`src/core/apsr_pkg.sv`:
```
package apsr_pkg;

  localparam int ADDR_W = 8;
  localparam int DATA_W = 8;

  localparam logic [7:0] OFS_POWER_DOWN_CONTROL = 8'h13;
  localparam logic [7:0] OFS_RESERVED_SLOT = 8'h14;
  localparam logic [7:0] OFS_DEVICE_CONDITION = 8'h15;
  localparam logic [7:0] OFS_DECIMATION_INTEGER_LOW = 8'h16;
  localparam logic [7:0] OFS_IRQ_STATUS = 8'h20;
  localparam logic [7:0] OFS_IRQ_MASK = 8'h21;

  localparam logic [7:0] RST_POWER_DOWN_CONTROL = 8'h00;
  localparam logic [7:0] RST_DEVICE_CONDITION = 8'h00;
  localparam logic [7:0] RST_DECIMATION_INTEGER_LOW = 8'h40;
  localparam logic [7:0] RST_IRQ_MASK = 8'h00;

  localparam int PD_CH0_BIT = 3;
  localparam int PD_CH3_BIT = 6;
  localparam int PD_REG_BIT = 1;
  localparam int PD_SLEEP_BIT = 0;
  localparam logic [7:0] PD_WRITE_MASK = 8'h7B;

  localparam int ST_DATA_CLOCK_MODE_BIT = 5;
  localparam int ST_DATA_CLOCK_DIR_BIT = 4;
  localparam int ST_ROLE_BIT = 3;
  localparam int ST_CLK_SRC_BIT = 2;
  localparam int ST_FUSE_BIT = 1;
  localparam int ST_LOCK_BIT = 0;

  localparam int IRQ_FUSE_BIT = 0;
  localparam int IRQ_LOCK_BIT = 1;
  localparam int IRQ_LOST_BIT = 2;
  localparam int IRQ_W = 3;

endpackage

```
`src/core/apsr_regs.sv`:
```
// The plain strobed port was chosen for this implementation.
module apsr_regs
  import apsr_pkg::*;
(
  input wire logic mclk,
  input wire logic sys_rst,
  input wire logic [ADDR_W-1:0] regAddr,
  input wire logic [DATA_W-1:0] regWdata,
  input wire logic regWrite,
  input wire logic regRead,
  output logic [DATA_W-1:0] regRdata,
  input wire logic dataClockModePin,
  input wire logic dataClockDirectionPin,
  input wire logic rolePin,
  input wire logic clockSourcePin,
  input wire logic fuseCorrected,
  input wire logic pllLocked,
  output logic [3:0] channelPowerOff,
  output logic regulatorPowerOff,
  output logic sleepMode,
  output logic [DATA_W-1:0] decimationIntegerLow,
  output logic irq
);

  logic [3:0] pinSync;
  logic dataClockModeFlag;
  logic dataClockDirectionFlag;
  logic roleFlag;
  logic clockSourceFlag;

  // Straps come from pins, so they pass the shared filtered synchroniser.
  apsr_sync #(
    .WIDTH(4)
  ) u_pin_sync (
    .mclk(mclk),
    .sys_rst(sys_rst),
    .asyncIn({dataClockModePin, dataClockDirectionPin, rolePin, clockSourcePin}),
    .syncOut(pinSync)
  );

  assign dataClockModeFlag = pinSync[3];
  assign dataClockDirectionFlag = pinSync[2];
  assign roleFlag = pinSync[1];
  assign clockSourceFlag = pinSync[0];

  logic [DATA_W-1:0] powerDown_q;
  logic [DATA_W-1:0] powerDown_d;
  logic [DATA_W-1:0] decim_q;
  logic [DATA_W-1:0] decim_d;
  logic fuseFlag_q;
  logic fuseFlag_d;
  logic lockSeen_q;
  logic lockSeen_d;
  logic [IRQ_W-1:0] irqStatus_q;
  logic [IRQ_W-1:0] irqStatus_d;
  logic [IRQ_W-1:0] irqMask_q;
  logic [IRQ_W-1:0] irqMask_d;
  logic [DATA_W-1:0] rdata_q;
  logic [DATA_W-1:0] rdata_d;

  logic wrPd;
  logic wrDec;
  logic wrMask;
  logic rdCond;
  logic rdIrq;
  logic lockNow;
  logic lockRise;
  logic lockFall;
  logic [DATA_W-1:0] condValue;

  assign wrPd = regWrite && (regAddr == OFS_POWER_DOWN_CONTROL);
  assign wrDec = regWrite && (regAddr == OFS_DECIMATION_INTEGER_LOW);
  assign wrMask = regWrite && (regAddr == OFS_IRQ_MASK);
  assign rdCond = regRead && (regAddr == OFS_DEVICE_CONDITION);
  assign rdIrq = regRead && (regAddr == OFS_IRQ_STATUS);

  // Lock is only meaningful in slave mode; master mode reports unlocked.
  assign lockNow = pllLocked && !roleFlag;
  assign lockRise = lockNow && !lockSeen_q;
  assign lockFall = !lockNow && lockSeen_q;

  always_comb
  begin
    condValue = '0;
    condValue[ST_DATA_CLOCK_MODE_BIT] = dataClockModeFlag;
    condValue[ST_DATA_CLOCK_DIR_BIT] = dataClockDirectionFlag;
    condValue[ST_ROLE_BIT] = roleFlag;
    condValue[ST_CLK_SRC_BIT] = clockSourceFlag;
    condValue[ST_FUSE_BIT] = fuseFlag_q;
    condValue[ST_LOCK_BIT] = lockSeen_q;
  end

  always_comb
  begin
    powerDown_d = powerDown_q;
    decim_d = decim_q;
    irqMask_d = irqMask_q;
    // Sleep gates only the analog side outside this bank, so registers keep working.
    if (wrPd)
    begin
      powerDown_d = regWdata & PD_WRITE_MASK;
    end
    if (wrDec)
    begin
      decim_d = regWdata;
    end
    if (wrMask)
    begin
      irqMask_d = regWdata[IRQ_W-1:0];
    end
  end

  // Control bytes change only on a decoded write, so sleep cannot disturb them.
  always_ff @(posedge mclk)
  begin
    if (sys_rst)
    begin
      powerDown_q <= RST_POWER_DOWN_CONTROL;
      decim_q <= RST_DECIMATION_INTEGER_LOW;
      irqMask_q <= RST_IRQ_MASK[IRQ_W-1:0];
    end
    else
    begin
      powerDown_q <= powerDown_d;
      decim_q <= decim_d;
      irqMask_q <= irqMask_d;
    end
  end

  always_comb
  begin
    // A correction event in the read cycle survives so it is not lost.
    fuseFlag_d = fuseFlag_q;
    if (rdCond)
    begin
      fuseFlag_d = 1'b0;
    end
    if (fuseCorrected)
    begin
      fuseFlag_d = 1'b1;
    end
  end

  always_ff @(posedge mclk)
  begin
    if (sys_rst)
    begin
      fuseFlag_q <= 1'b0;
    end
    else
    begin
      fuseFlag_q <= fuseFlag_d;
    end
  end

  // The tracker holds last cycle's qualified lock, which also gives the edges.
  always_comb
  begin
    lockSeen_d = lockNow;
  end

  always_ff @(posedge mclk)
  begin
    if (sys_rst)
    begin
      lockSeen_q <= 1'b0;
    end
    else
    begin
      lockSeen_q <= lockSeen_d;
    end
  end

  always_comb
  begin
    irqStatus_d = irqStatus_q;
    if (rdIrq)
    begin
      irqStatus_d = '0;
    end
    if (fuseCorrected)
    begin
      irqStatus_d[IRQ_FUSE_BIT] = 1'b1;
    end
    if (lockRise)
    begin
      irqStatus_d[IRQ_LOCK_BIT] = 1'b1;
    end
    if (lockFall)
    begin
      irqStatus_d[IRQ_LOST_BIT] = 1'b1;
    end
  end

  always_ff @(posedge mclk)
  begin
    if (sys_rst)
    begin
      irqStatus_q <= '0;
    end
    else
    begin
      irqStatus_q <= irqStatus_d;
    end
  end

  always_comb
  begin
    rdata_d = '0;
    if (regRead)
    begin
      unique case (regAddr)
        OFS_POWER_DOWN_CONTROL: rdata_d = powerDown_q;
        OFS_RESERVED_SLOT: rdata_d = '0;
        OFS_DEVICE_CONDITION: rdata_d = condValue;
        OFS_DECIMATION_INTEGER_LOW: rdata_d = decim_q;
        OFS_IRQ_STATUS: rdata_d = {{(DATA_W-IRQ_W){1'b0}}, irqStatus_q};
        OFS_IRQ_MASK: rdata_d = {{(DATA_W-IRQ_W){1'b0}}, irqMask_q};
        default: rdata_d = '0;
      endcase
    end
  end

  always_ff @(posedge mclk)
  begin
    if (sys_rst)
    begin
      rdata_q <= '0;
    end
    else
    begin
      rdata_q <= rdata_d;
    end
  end

  assign regRdata = rdata_q;
  assign channelPowerOff = powerDown_q[PD_CH3_BIT:PD_CH0_BIT];
  assign regulatorPowerOff = powerDown_q[PD_REG_BIT];
  assign sleepMode = powerDown_q[PD_SLEEP_BIT];
  assign decimationIntegerLow = decim_q;
  assign irq = |(irqStatus_q & irqMask_q);

  pd_write_a: assert property (@(posedge mclk) disable iff (sys_rst)
    wrPd |=> channelPowerOff == $past(regWdata[PD_CH3_BIT:PD_CH0_BIT]))
    else $error("Channel power bits did not take the written value.");

  reg_off_a: assert property (@(posedge mclk) disable iff (sys_rst)
    wrPd |=> regulatorPowerOff == $past(regWdata[PD_REG_BIT]))
    else $error("Regulator power bit did not take the written value.");

  sleep_keeps_a: assert property (@(posedge mclk) disable iff (sys_rst)
    (sleepMode && !wrDec) |=> decim_q == $past(decim_q))
    else $error("Decimation byte changed during sleep without a write.");

  role_bit_a: assert property (@(posedge mclk) disable iff (sys_rst)
    (regRead && regAddr == OFS_DEVICE_CONDITION) |=> regRdata[ST_ROLE_BIT] == $past(roleFlag))
    else $error("Role bit read back wrong.");

  fuse_clear_a: assert property (@(posedge mclk) disable iff (sys_rst)
    (rdCond && !fuseCorrected) |=> !fuseFlag_q)
    else $error("Fuse flag not cleared by status read.");

  fuse_set_a: assert property (@(posedge mclk) disable iff (sys_rst)
    fuseCorrected |=> fuseFlag_q ##0 irqStatus_q[IRQ_FUSE_BIT])
    else $error("Fuse event lost.");

  lock_slave_a: assert property (@(posedge mclk) disable iff (sys_rst)
    roleFlag ##1 roleFlag |-> !lockSeen_q)
    else $error("Lock reported outside slave mode.");

  decim_rst_a: assert property (@(posedge mclk)
    sys_rst |=> decimationIntegerLow == RST_DECIMATION_INTEGER_LOW)
    else $error("Decimation byte reset value wrong.");

  rsvd_zero_a: assert property (@(posedge mclk) disable iff (sys_rst)
    (regRead && regAddr == OFS_RESERVED_SLOT) |=> regRdata == '0)
    else $error("Reserved register read nonzero.");

  pd_rsvd_a: assert property (@(posedge mclk) disable iff (sys_rst)
    (regRead && regAddr == OFS_POWER_DOWN_CONTROL) |=> (regRdata & ~PD_WRITE_MASK) == '0)
    else $error("Reserved power-down bits read nonzero.");

  pd_reset_a: assert property (@(posedge mclk)
    sys_rst |=> (channelPowerOff == '0) && !regulatorPowerOff && !sleepMode)
    else $error("Power-down outputs not cleared by reset.");

  mode_bit_a: assert property (@(posedge mclk) disable iff (sys_rst)
    rdCond |=> regRdata[ST_DATA_CLOCK_MODE_BIT] == $past(dataClockModeFlag))
    else $error("Data clock mode bit read back wrong.");

  dir_bit_a: assert property (@(posedge mclk) disable iff (sys_rst)
    rdCond |=> regRdata[ST_DATA_CLOCK_DIR_BIT] == $past(dataClockDirectionFlag))
    else $error("Data clock direction bit read back wrong.");

  clk_src_a: assert property (@(posedge mclk) disable iff (sys_rst)
    rdCond |=> regRdata[ST_CLK_SRC_BIT] == $past(clockSourceFlag))
    else $error("Clock source bit read back wrong.");

  fuse_read_a: assert property (@(posedge mclk) disable iff (sys_rst)
    rdCond |=> regRdata[ST_FUSE_BIT] == $past(fuseFlag_q))
    else $error("Fuse bit read did not show the value before clearing.");

  lock_track_a: assert property (@(posedge mclk) disable iff (sys_rst)
    (pllLocked && !roleFlag) |=> lockSeen_q)
    else $error("Lock in slave mode not reported.");

  lock_drop_a: assert property (@(posedge mclk) disable iff (sys_rst)
    !pllLocked |=> !lockSeen_q)
    else $error("Lock reported while the PLL is unlocked.");

  decim_write_a: assert property (@(posedge mclk) disable iff (sys_rst)
    wrDec |=> decimationIntegerLow == $past(regWdata))
    else $error("Decimation byte did not take the written value.");

  // The two top status bits have no source and must never leak anything.
  cond_rsvd_a: assert property (@(posedge mclk) disable iff (sys_rst)
    rdCond |=> regRdata[DATA_W-1:ST_DATA_CLOCK_MODE_BIT+1] == '0)
    else $error("Reserved status bits read nonzero.");

endmodule

```
`src/core/apsr_sync.sv`:
```
module apsr_sync
  import apsr_pkg::*;
#(
  parameter int WIDTH = 1
)
(
  input wire logic mclk,
  input wire logic sys_rst,
  input wire logic [WIDTH-1:0] asyncIn,
  output logic [WIDTH-1:0] syncOut
);

  logic [WIDTH-1:0] meta_q;
  logic [WIDTH-1:0] stage2_q;
  logic [WIDTH-1:0] stage3_q;
  logic [WIDTH-1:0] out_q;
  logic [WIDTH-1:0] out_d;

  // A zero-width synchroniser has nothing to carry.
  if (WIDTH < 1)
  begin
    $error("Synchroniser width must be at least one.");
  end

  always_comb
  begin
    out_d = out_q;
    for (int i = 0; i < WIDTH; i++)
    begin
      // A change is accepted only once two late stages agree, filtering single glitches.
      if (stage2_q[i] == stage3_q[i])
      begin
        out_d[i] = stage2_q[i];
      end
    end
  end

  always_ff @(posedge mclk)
  begin
    if (sys_rst)
    begin
      meta_q <= '0;
      stage2_q <= '0;
      stage3_q <= '0;
      out_q <= '0;
    end
    else
    begin
      meta_q <= asyncIn;
      stage2_q <= meta_q;
      stage3_q <= stage2_q;
      out_q <= out_d;
    end
  end

  assign syncOut = out_q;

endmodule

```
`config.mk`:
```
export PLATFORM = sky130hd
export DESIGN_NAME = apsr_regs
export DESIGN_NICKNAME = d
export VERILOG_FILES = /design/src/core/apsr_pkg.sv /design/src/core/apsr_regs.sv /design/src/core/apsr_sync.sv
export SDC_FILE = /design/constraint.sdc
export NUM_CORES = 1
export LEC_CHECK = 0
export BUFFER_PORTS_ARGS = -buffer_cell sky130_fd_sc_hd__buf_2
export CAP_MARGIN = 20
export CORE_MARGIN = 4
export CORE_UTILIZATION = 45
export CTS_CLUSTER_DIAMETER = 150
export CTS_CLUSTER_SIZE = 12
export DETAILED_ROUTE_END_ITERATION = 16
export MAX_ROUTING_LAYER = met4
export PLACE_DENSITY = 0.84
export SYNTH_ARGS = -nofsm -noshare
export SYNTH_HDL_FRONTEND = slang
export SYNTH_SLANG_ARGS = --single-unit
export TNS_END_PERCENT = 30
```
`constraint.sdc`:
```
create_clock -name mclk -period 1.5 [get_ports mclk]
set_input_delay 0.15 -clock mclk [delete_from_list [all_inputs] [get_ports mclk]]
set_output_delay 0.15 -clock mclk [all_outputs]
set_load 0.02 [all_outputs]
```
Word-level counts from Yosys, hierarchy flattened
Cells that the tools add are included.
{ "totals": {"register_bits": 46, "in_bits": 26} }
{ "classes": {"n_eq_ne": 9, "n_mux": 7, "bitwise": 2, "n_reduce_logical": 17} }
{ "ops": {"columns": ["op", "n"], "rows": [
  ["8-bit case mux with 5 select lines", 1],
  ["8-bit by 5-bit equality test with 1-bit output (second input constant)", 3],
  ["8-bit by 6-bit equality test with 1-bit output (second input constant)", 2],
  ["1-bit logical AND", 8],
  ["2-bit nonzero test", 4],
  ["1-bit 2-to-1 mux", 5],
  ["1-bit equality test", 4],
  ["3-bit AND", 1],
  ["1-bit zero test", 3],
  ["3-bit 2-to-1 mux", 1],
  ["3-bit OR reduction", 1],
  ["2-bit OR reduction", 1],
  ["1-bit inverter", 1]
]} }

Depth between registers and ports, before layout
{ "logic_depth": {"word_depth": 5, "mapped_depth": 6} }

Hierarchy
From an unflattened synthesis, not the netlist that was laid out.
{ "unflattened": {"hier_cells": 182, "hier_area_um2": 1876.8} }
{ "by_module_without_submodules": {"columns": ["mod", "instances", "cells_per_inst", "area_per_inst_um2", "seq_area_each_um2"], "rows": [
  ["apsr_regs", 1, 141, 1390.1, 600.6],
  ["apsr_sync", 1, 41, 486.7, 320.3]
]} }

Worst setup path after synthesis
No wires, ideal clock.
{ "synth_path": {"path_type": "input -> register", "startpoint": "in regAddr[3]", "endpoint": "reg irqMask_q[2]", "setup_time_ns": 0.128, "t_arrival_ns": 1.279, "path_slack_ns": 0.093, "stages": 5, "path_buffers": 1, "cell_sequence": "or3_4 -> buf_6 -> nor4_4 -> mux2i_1 -> nor2_1"} }
{ "synth_between": {"elab_chain_cells": 2} }
{ "synth_rtl": {"columns": ["item", "line_no", "source"], "rows": [
  ["from (decl)", "apsr_regs.sv:7", "input wire logic [ADDR_W-1:0] regAddr,"],
  ["8-bit by 6-bit equality test with 1-bit output", "apsr_regs.sv:73", "assign wrMask = regWrite && (regAddr == OFS_IRQ_MASK);"],
  ["1-bit logical AND", "apsr_regs.sv:73", null],
  ["to (signal assigned)", "apsr_regs.sv:120", "irqMask_q <= RST_IRQ_MASK[IRQ_W-1:0];"],
  ["to (signal assigned)", "apsr_regs.sv:126", "irqMask_q <= irqMask_d;"],
  ["to (decl)", "apsr_regs.sv:56", "logic [IRQ_W-1:0] irqMask_q;"]
]} }
No other way between the ends.
A chain may end at the register's enable or synchronous reset.

Worst setup path after layout
{ "layout_path": {"startpoint": "reg irqStatus_q[1]", "endpoint": "out irq"} }
{ "layout_between": {"elab_chain_cells": 2} }
{ "layout_rtl": {"columns": ["item", "line_no", "source"], "rows": [
  ["from (decl)", "apsr_regs.sv:54", "logic [IRQ_W-1:0] irqStatus_q;"],
  ["from (signal assigned)", "apsr_regs.sv:203", "irqStatus_q <= irqStatus_d;"],
  ["3-bit AND", "apsr_regs.sv:241", "assign irq = |(irqStatus_q & irqMask_q);"],
  ["3-bit OR reduction", "apsr_regs.sv:241", null],
  ["to (decl)", "apsr_regs.sv:22", "output logic irq"]
]} }
No other way between the ends.

==> results.md <==
Timing:
- The clock tree skew after final layout is 0.00341 ns.
- Counting I/O delays and the setup requirement, the final critical path takes 1.43 ns.
- The worst pin sits at a relative slew slack of 75.0%.
- The total count of max-transition violations in the final report is 0.
- Setup repair after global routing left no endpoint under its margin.
- The number of hold-slack violations in the final timing report is 0.
- Based on the critical path, the design can be clocked at up to 701 MHz.
- The final worst-path cycle share is 95.1%.
- The slew at the pin closest to its max-slew limit is 0.375 ns.
- Setup violations remaining at the end of the flow were counted as 0.

Route:
- Using the TritonRoute via totals, the vias-per-cell ratio works out to 5.24.
- The number of routed nets with antenna violations is 0.
- In the final routed layout, each cell accounts on average for 14.0 um.
- For this run, design rule violations remaining after detail routing come to 0.
- After the first detailed-routing iteration, the DRC count stood at 149.
- The first TritonRoute pass finished after 5 iterations.
- The total via count after detailed routing is 1531.
- The total detailed-routing wirelength is 4.09 mm.

Clock network:
- The maximum clock insertion buffer count is 2.
- The root cell of the clock tree is clkbuf_8.
- The post-CTS repair timing setup buffer count is 0.
- The H-tree depth is 2.
- Clock-pin slew was measured on the worst setup and hold paths at 0.08 ns.
- The hold-fix buffer count after cts is 0.
- The TritonCTS clock tree is done.
- Counting the buffers created by CTS gives 5.
- Once the clock tree was built, the resizer swapped 0 gates to a different size.
- The clock sink count is 46.
- For the worst-skew pair, the clock arrives at the later sink with an insertion delay of 0.29 ns.

Final layout:
- The final layout net count is 270.
- Relative to the synthesized area, the layout overhead comes to 25.5%.
- In the final layout, the share of cells above drive strength 1 is 31.1%.
- The summed area of non-filler cells in the final layout is 2310 um2.
- 0 antenna diodes ended up in the layout.

Critical path:
- The worst setup path is launched from a flop.
- Traced cell by cell, the critical path runs through a222oi_1, inv_1, buf_2.
- The slowest cell on the critical path is a222oi_1.
- The launch point of the critical path is irqStatus_q[1]$_SDFFE_PP0P_.
- The worst-case register-to-register setup slack is 0.49 ns.
- Counting cells, the worst reg-to-reg path comes to 3.
- For this run, the slowest stage of the critical path takes 0.42 ns.
- The required time at the endpoint of the critical path is 1.35 ns.
- The critical path is of the reg2out type.
- In this run the worst path has a maximum fanout of 3.
- In this run the worst setup path terminates at irq.
- At the worst endpoint, the arrival time is 1.28 ns.
- The startpoint of the most critical register-to-register path is decimationIntegerLow[0]$_SDFFE_PP0P_.
- The kind of capture point of the worst setup path is an output port.
- The endpoint identified for the worst register-to-register timing path is regRdata[0]$_SDFF_PP0_.

Placement:
- The HPWL after detailed placement is 3.09 mm.
- The last weighted congestion value of the routability-driven placer is 0.975.
- After detailed placement, the total cell area comes to 2200 um2.
- Buffers placed on the I/O ports in this run total 48.

Run:
- The tool flagged a number of max-cap violations equal to 0.

Synth:
- The fraction of the yosys area taken by sequential cells is 50.0%.
- Summed over its instances, the top area cell type makes up 50.0% of the synthesized netlist area.
- The cell area that synthesis handed to floorplanning was 1840 um2.
- Yosys mapped the design onto 36 distinct sky130hd cell types.
- Of all cell types, the one taking the most synthesized area is dfxtp_1.
- For this run, the number of Yosys warnings is 0.
- Among all flip-flop cells after synthesis, the most frequent one is dfxtp_1.
- The count of state elements after synthesis is 46.
- The commonest cells after synthesis are 46 x dfxtp_1, 28 x nor2_1, 16 x mux2i_1, 16 x nor2b_1, 12 x a21oi_1.
- Of all flip-flops after synthesis, the portion carrying an async set or reset was 0%.
- The most frequent cell after synthesis is dfxtp_1.
- The average instance in the mapped netlist occupies 9.86 um2.
- Counting flops with a built-in enable in the synthesized netlist gives 0.
- By area the synthesized netlist is led by dfxtp_1 50%, mux2i_1 8.7%, nor2_1 5.7%.
- Counting every net in the synthesized netlist gives 213.
- After technology mapping, the gate count stands at 187.

Floorplanning:
- The floorplan step set the die width to 72.0 um.
- The core outline area is 3800 um2.
- The die is 72.0 um tall.
- The starting utilization of the core area is 48.5%.
- In this run the count of I/O pins placed on the die edge is 49.
- The die area is 5180 um2.
- The floorplan has 22 rows.

Global routing:
- The overall overflow remaining after global route is 0.
- The number of antenna violations at the first check in global routing is 0.
- The first global-routing pass estimated 6.69 mm of wire.
- Across every metal layer, demand over resource in global routing totals 17.1%.
- The number of global-route vias before repair was 1425.
- Entering global routing, the biggest net connects 20 pins.

Power and ir drop:
- For this design the static power due to leakage is 0.927 nW.
- Power spread over the standard cell area amounts to 1010 nW/um2.
- The internal portion of total power is 1.84 mW.
- Of the total power, registers draw 53.9%.
- The combinational power share is 6.5%.
- Of the total power, the share spent switching nets is 20.8%.
- The clock network accounts for 39.6% of the total power.
- Across the VDD grid, the largest voltage drop is 0.796 mV.
- For this design the total switching power over the nets is 0.485 mW.
- The design draws 2.33 mW.

Outcome:
- The run finished with clean final reports.

Hold path:
- The class of the most critical hold timing path is in2reg.
worst max-delay path: cells and delay by family (launching register included):
family	cells	cell delay [ns]
buffers and inverters	2	0.22
AO/OA/AOI/OAI	1	0.42
flip-flops	1	0.34
flip-flops by register name (all words and copies together) (netlist names):
register              cells
u_pin_sync.meta_q         4
regRdata                  8
lockSeen_q                1
u_pin_sync.stage2_q       4
powerDown_q               6
decimationIntegerLow      8
u_pin_sync.stage3_q       4
fuseFlag_q                1
u_pin_sync.syncOut        4
irqStatus_q               3
irqMask_q                 3
how the worst min path moves through the flow:
| stage | from | to | slack (ns) | cells after the start |
|---|---|---|---|---|
| global placement | rolePin | u_pin_sync.meta_q[1]$_SDFF_PP0_ | 0.36 | 2 |
| global route | clockSourcePin | u_pin_sync.meta_q[0]$_SDFF_PP0_ | 0.07 | 2 |
| CTS | rolePin | u_pin_sync.meta_q[1]$_SDFF_PP0_ | 0.06 | 2 |
| floorplan | regRead | fuseFlag_q$_SDFFE_PP0P_ | 0.27 | 1 |
| detailed placement | rolePin | u_pin_sync.meta_q[1]$_SDFF_PP0_ | 0.37 | 2 |
| finish | rolePin | u_pin_sync.meta_q[1]$_SDFF_PP0_ | 0.06 | 2 |
final cells by class:
class                   instances  area (um2)
fillers                       323        1490
flip-flops and latches         46         921
clock buffers                   6        82.6
multi-input cells             125         848
well taps                      48        60.1
inverters                       8        30.0
repair buffers                 58         340
clock inverters                 1        30.0
cells in the final DEF, fill, tap and decap left out, types with 2 or more instances in the layout:
master and instances:
a21oi_1 12, a22o_1 2, a22oi_1 6, a32oi_1 3, buf_12 2, buf_2 48, buf_4 8, clkbuf_8 6
dfxtp_1 46, inv_1 8, mux2i_1 16, nand2_1 9, nand2b_1 4, nand3b_1 2, nand4_1 2, nor2_1 28
nor2b_1 16, nor3_1 2, nor3_2 2, nor4_4 2, o21ai_0 4, o22ai_1 2
metal layers:
metal  vias up  share of wire, %  wire length [um]  GRT usage [%]
met5         -                 0                 0              -
li1        764                 -                 -              -
met4         0               1.7                70           6.89
met3         7               7.2               294           4.02
met2        74                45              1830           25.1
met1       686                46              1900           22.7
power by group through the flow:
stage	Combinational (mW)	Sequential, mW	Clock, mW
after global placement	0.149	1.28	0
after global routing	0.168	1.26	0.987
after CTS	0.152	1.25	0.941
after floorplan	0.0851	1.28	0
after detailed placement	0.151	1.28	0
final	0.152	1.25	0.921
logic make-up (layout without fill, tap and decap cells):
logic type,Yosys count,after routing,synth area share [%]
compound gates,34,34,12.6
mux,17,17,9.30
simple gates,73,73,23.6
flops,46,46,50.0
xor+xnor,1,1,0.475
buf+inv,16,73,4.01
per-stage QoR:
stage	utilization (%)	TNS (ns)	cells	setup slack, ns	hold WS, ns
2_1_floorplan	-	0	187	0.0932	0.265
3_3_place_gp	57.9	-0.563	285	-0.0728	0.360
3_5_place_dp	57.9	-1.01	285	-0.0997	0.373
4_1_cts	60.9	0	292	0.0792	0.0588
5_1_grt	60.9	0	292	0.0221	0.0728
6_report	60.9	0	292	0.0742	0.0626
Note: power is estimated with default switching activity, not from simulation.
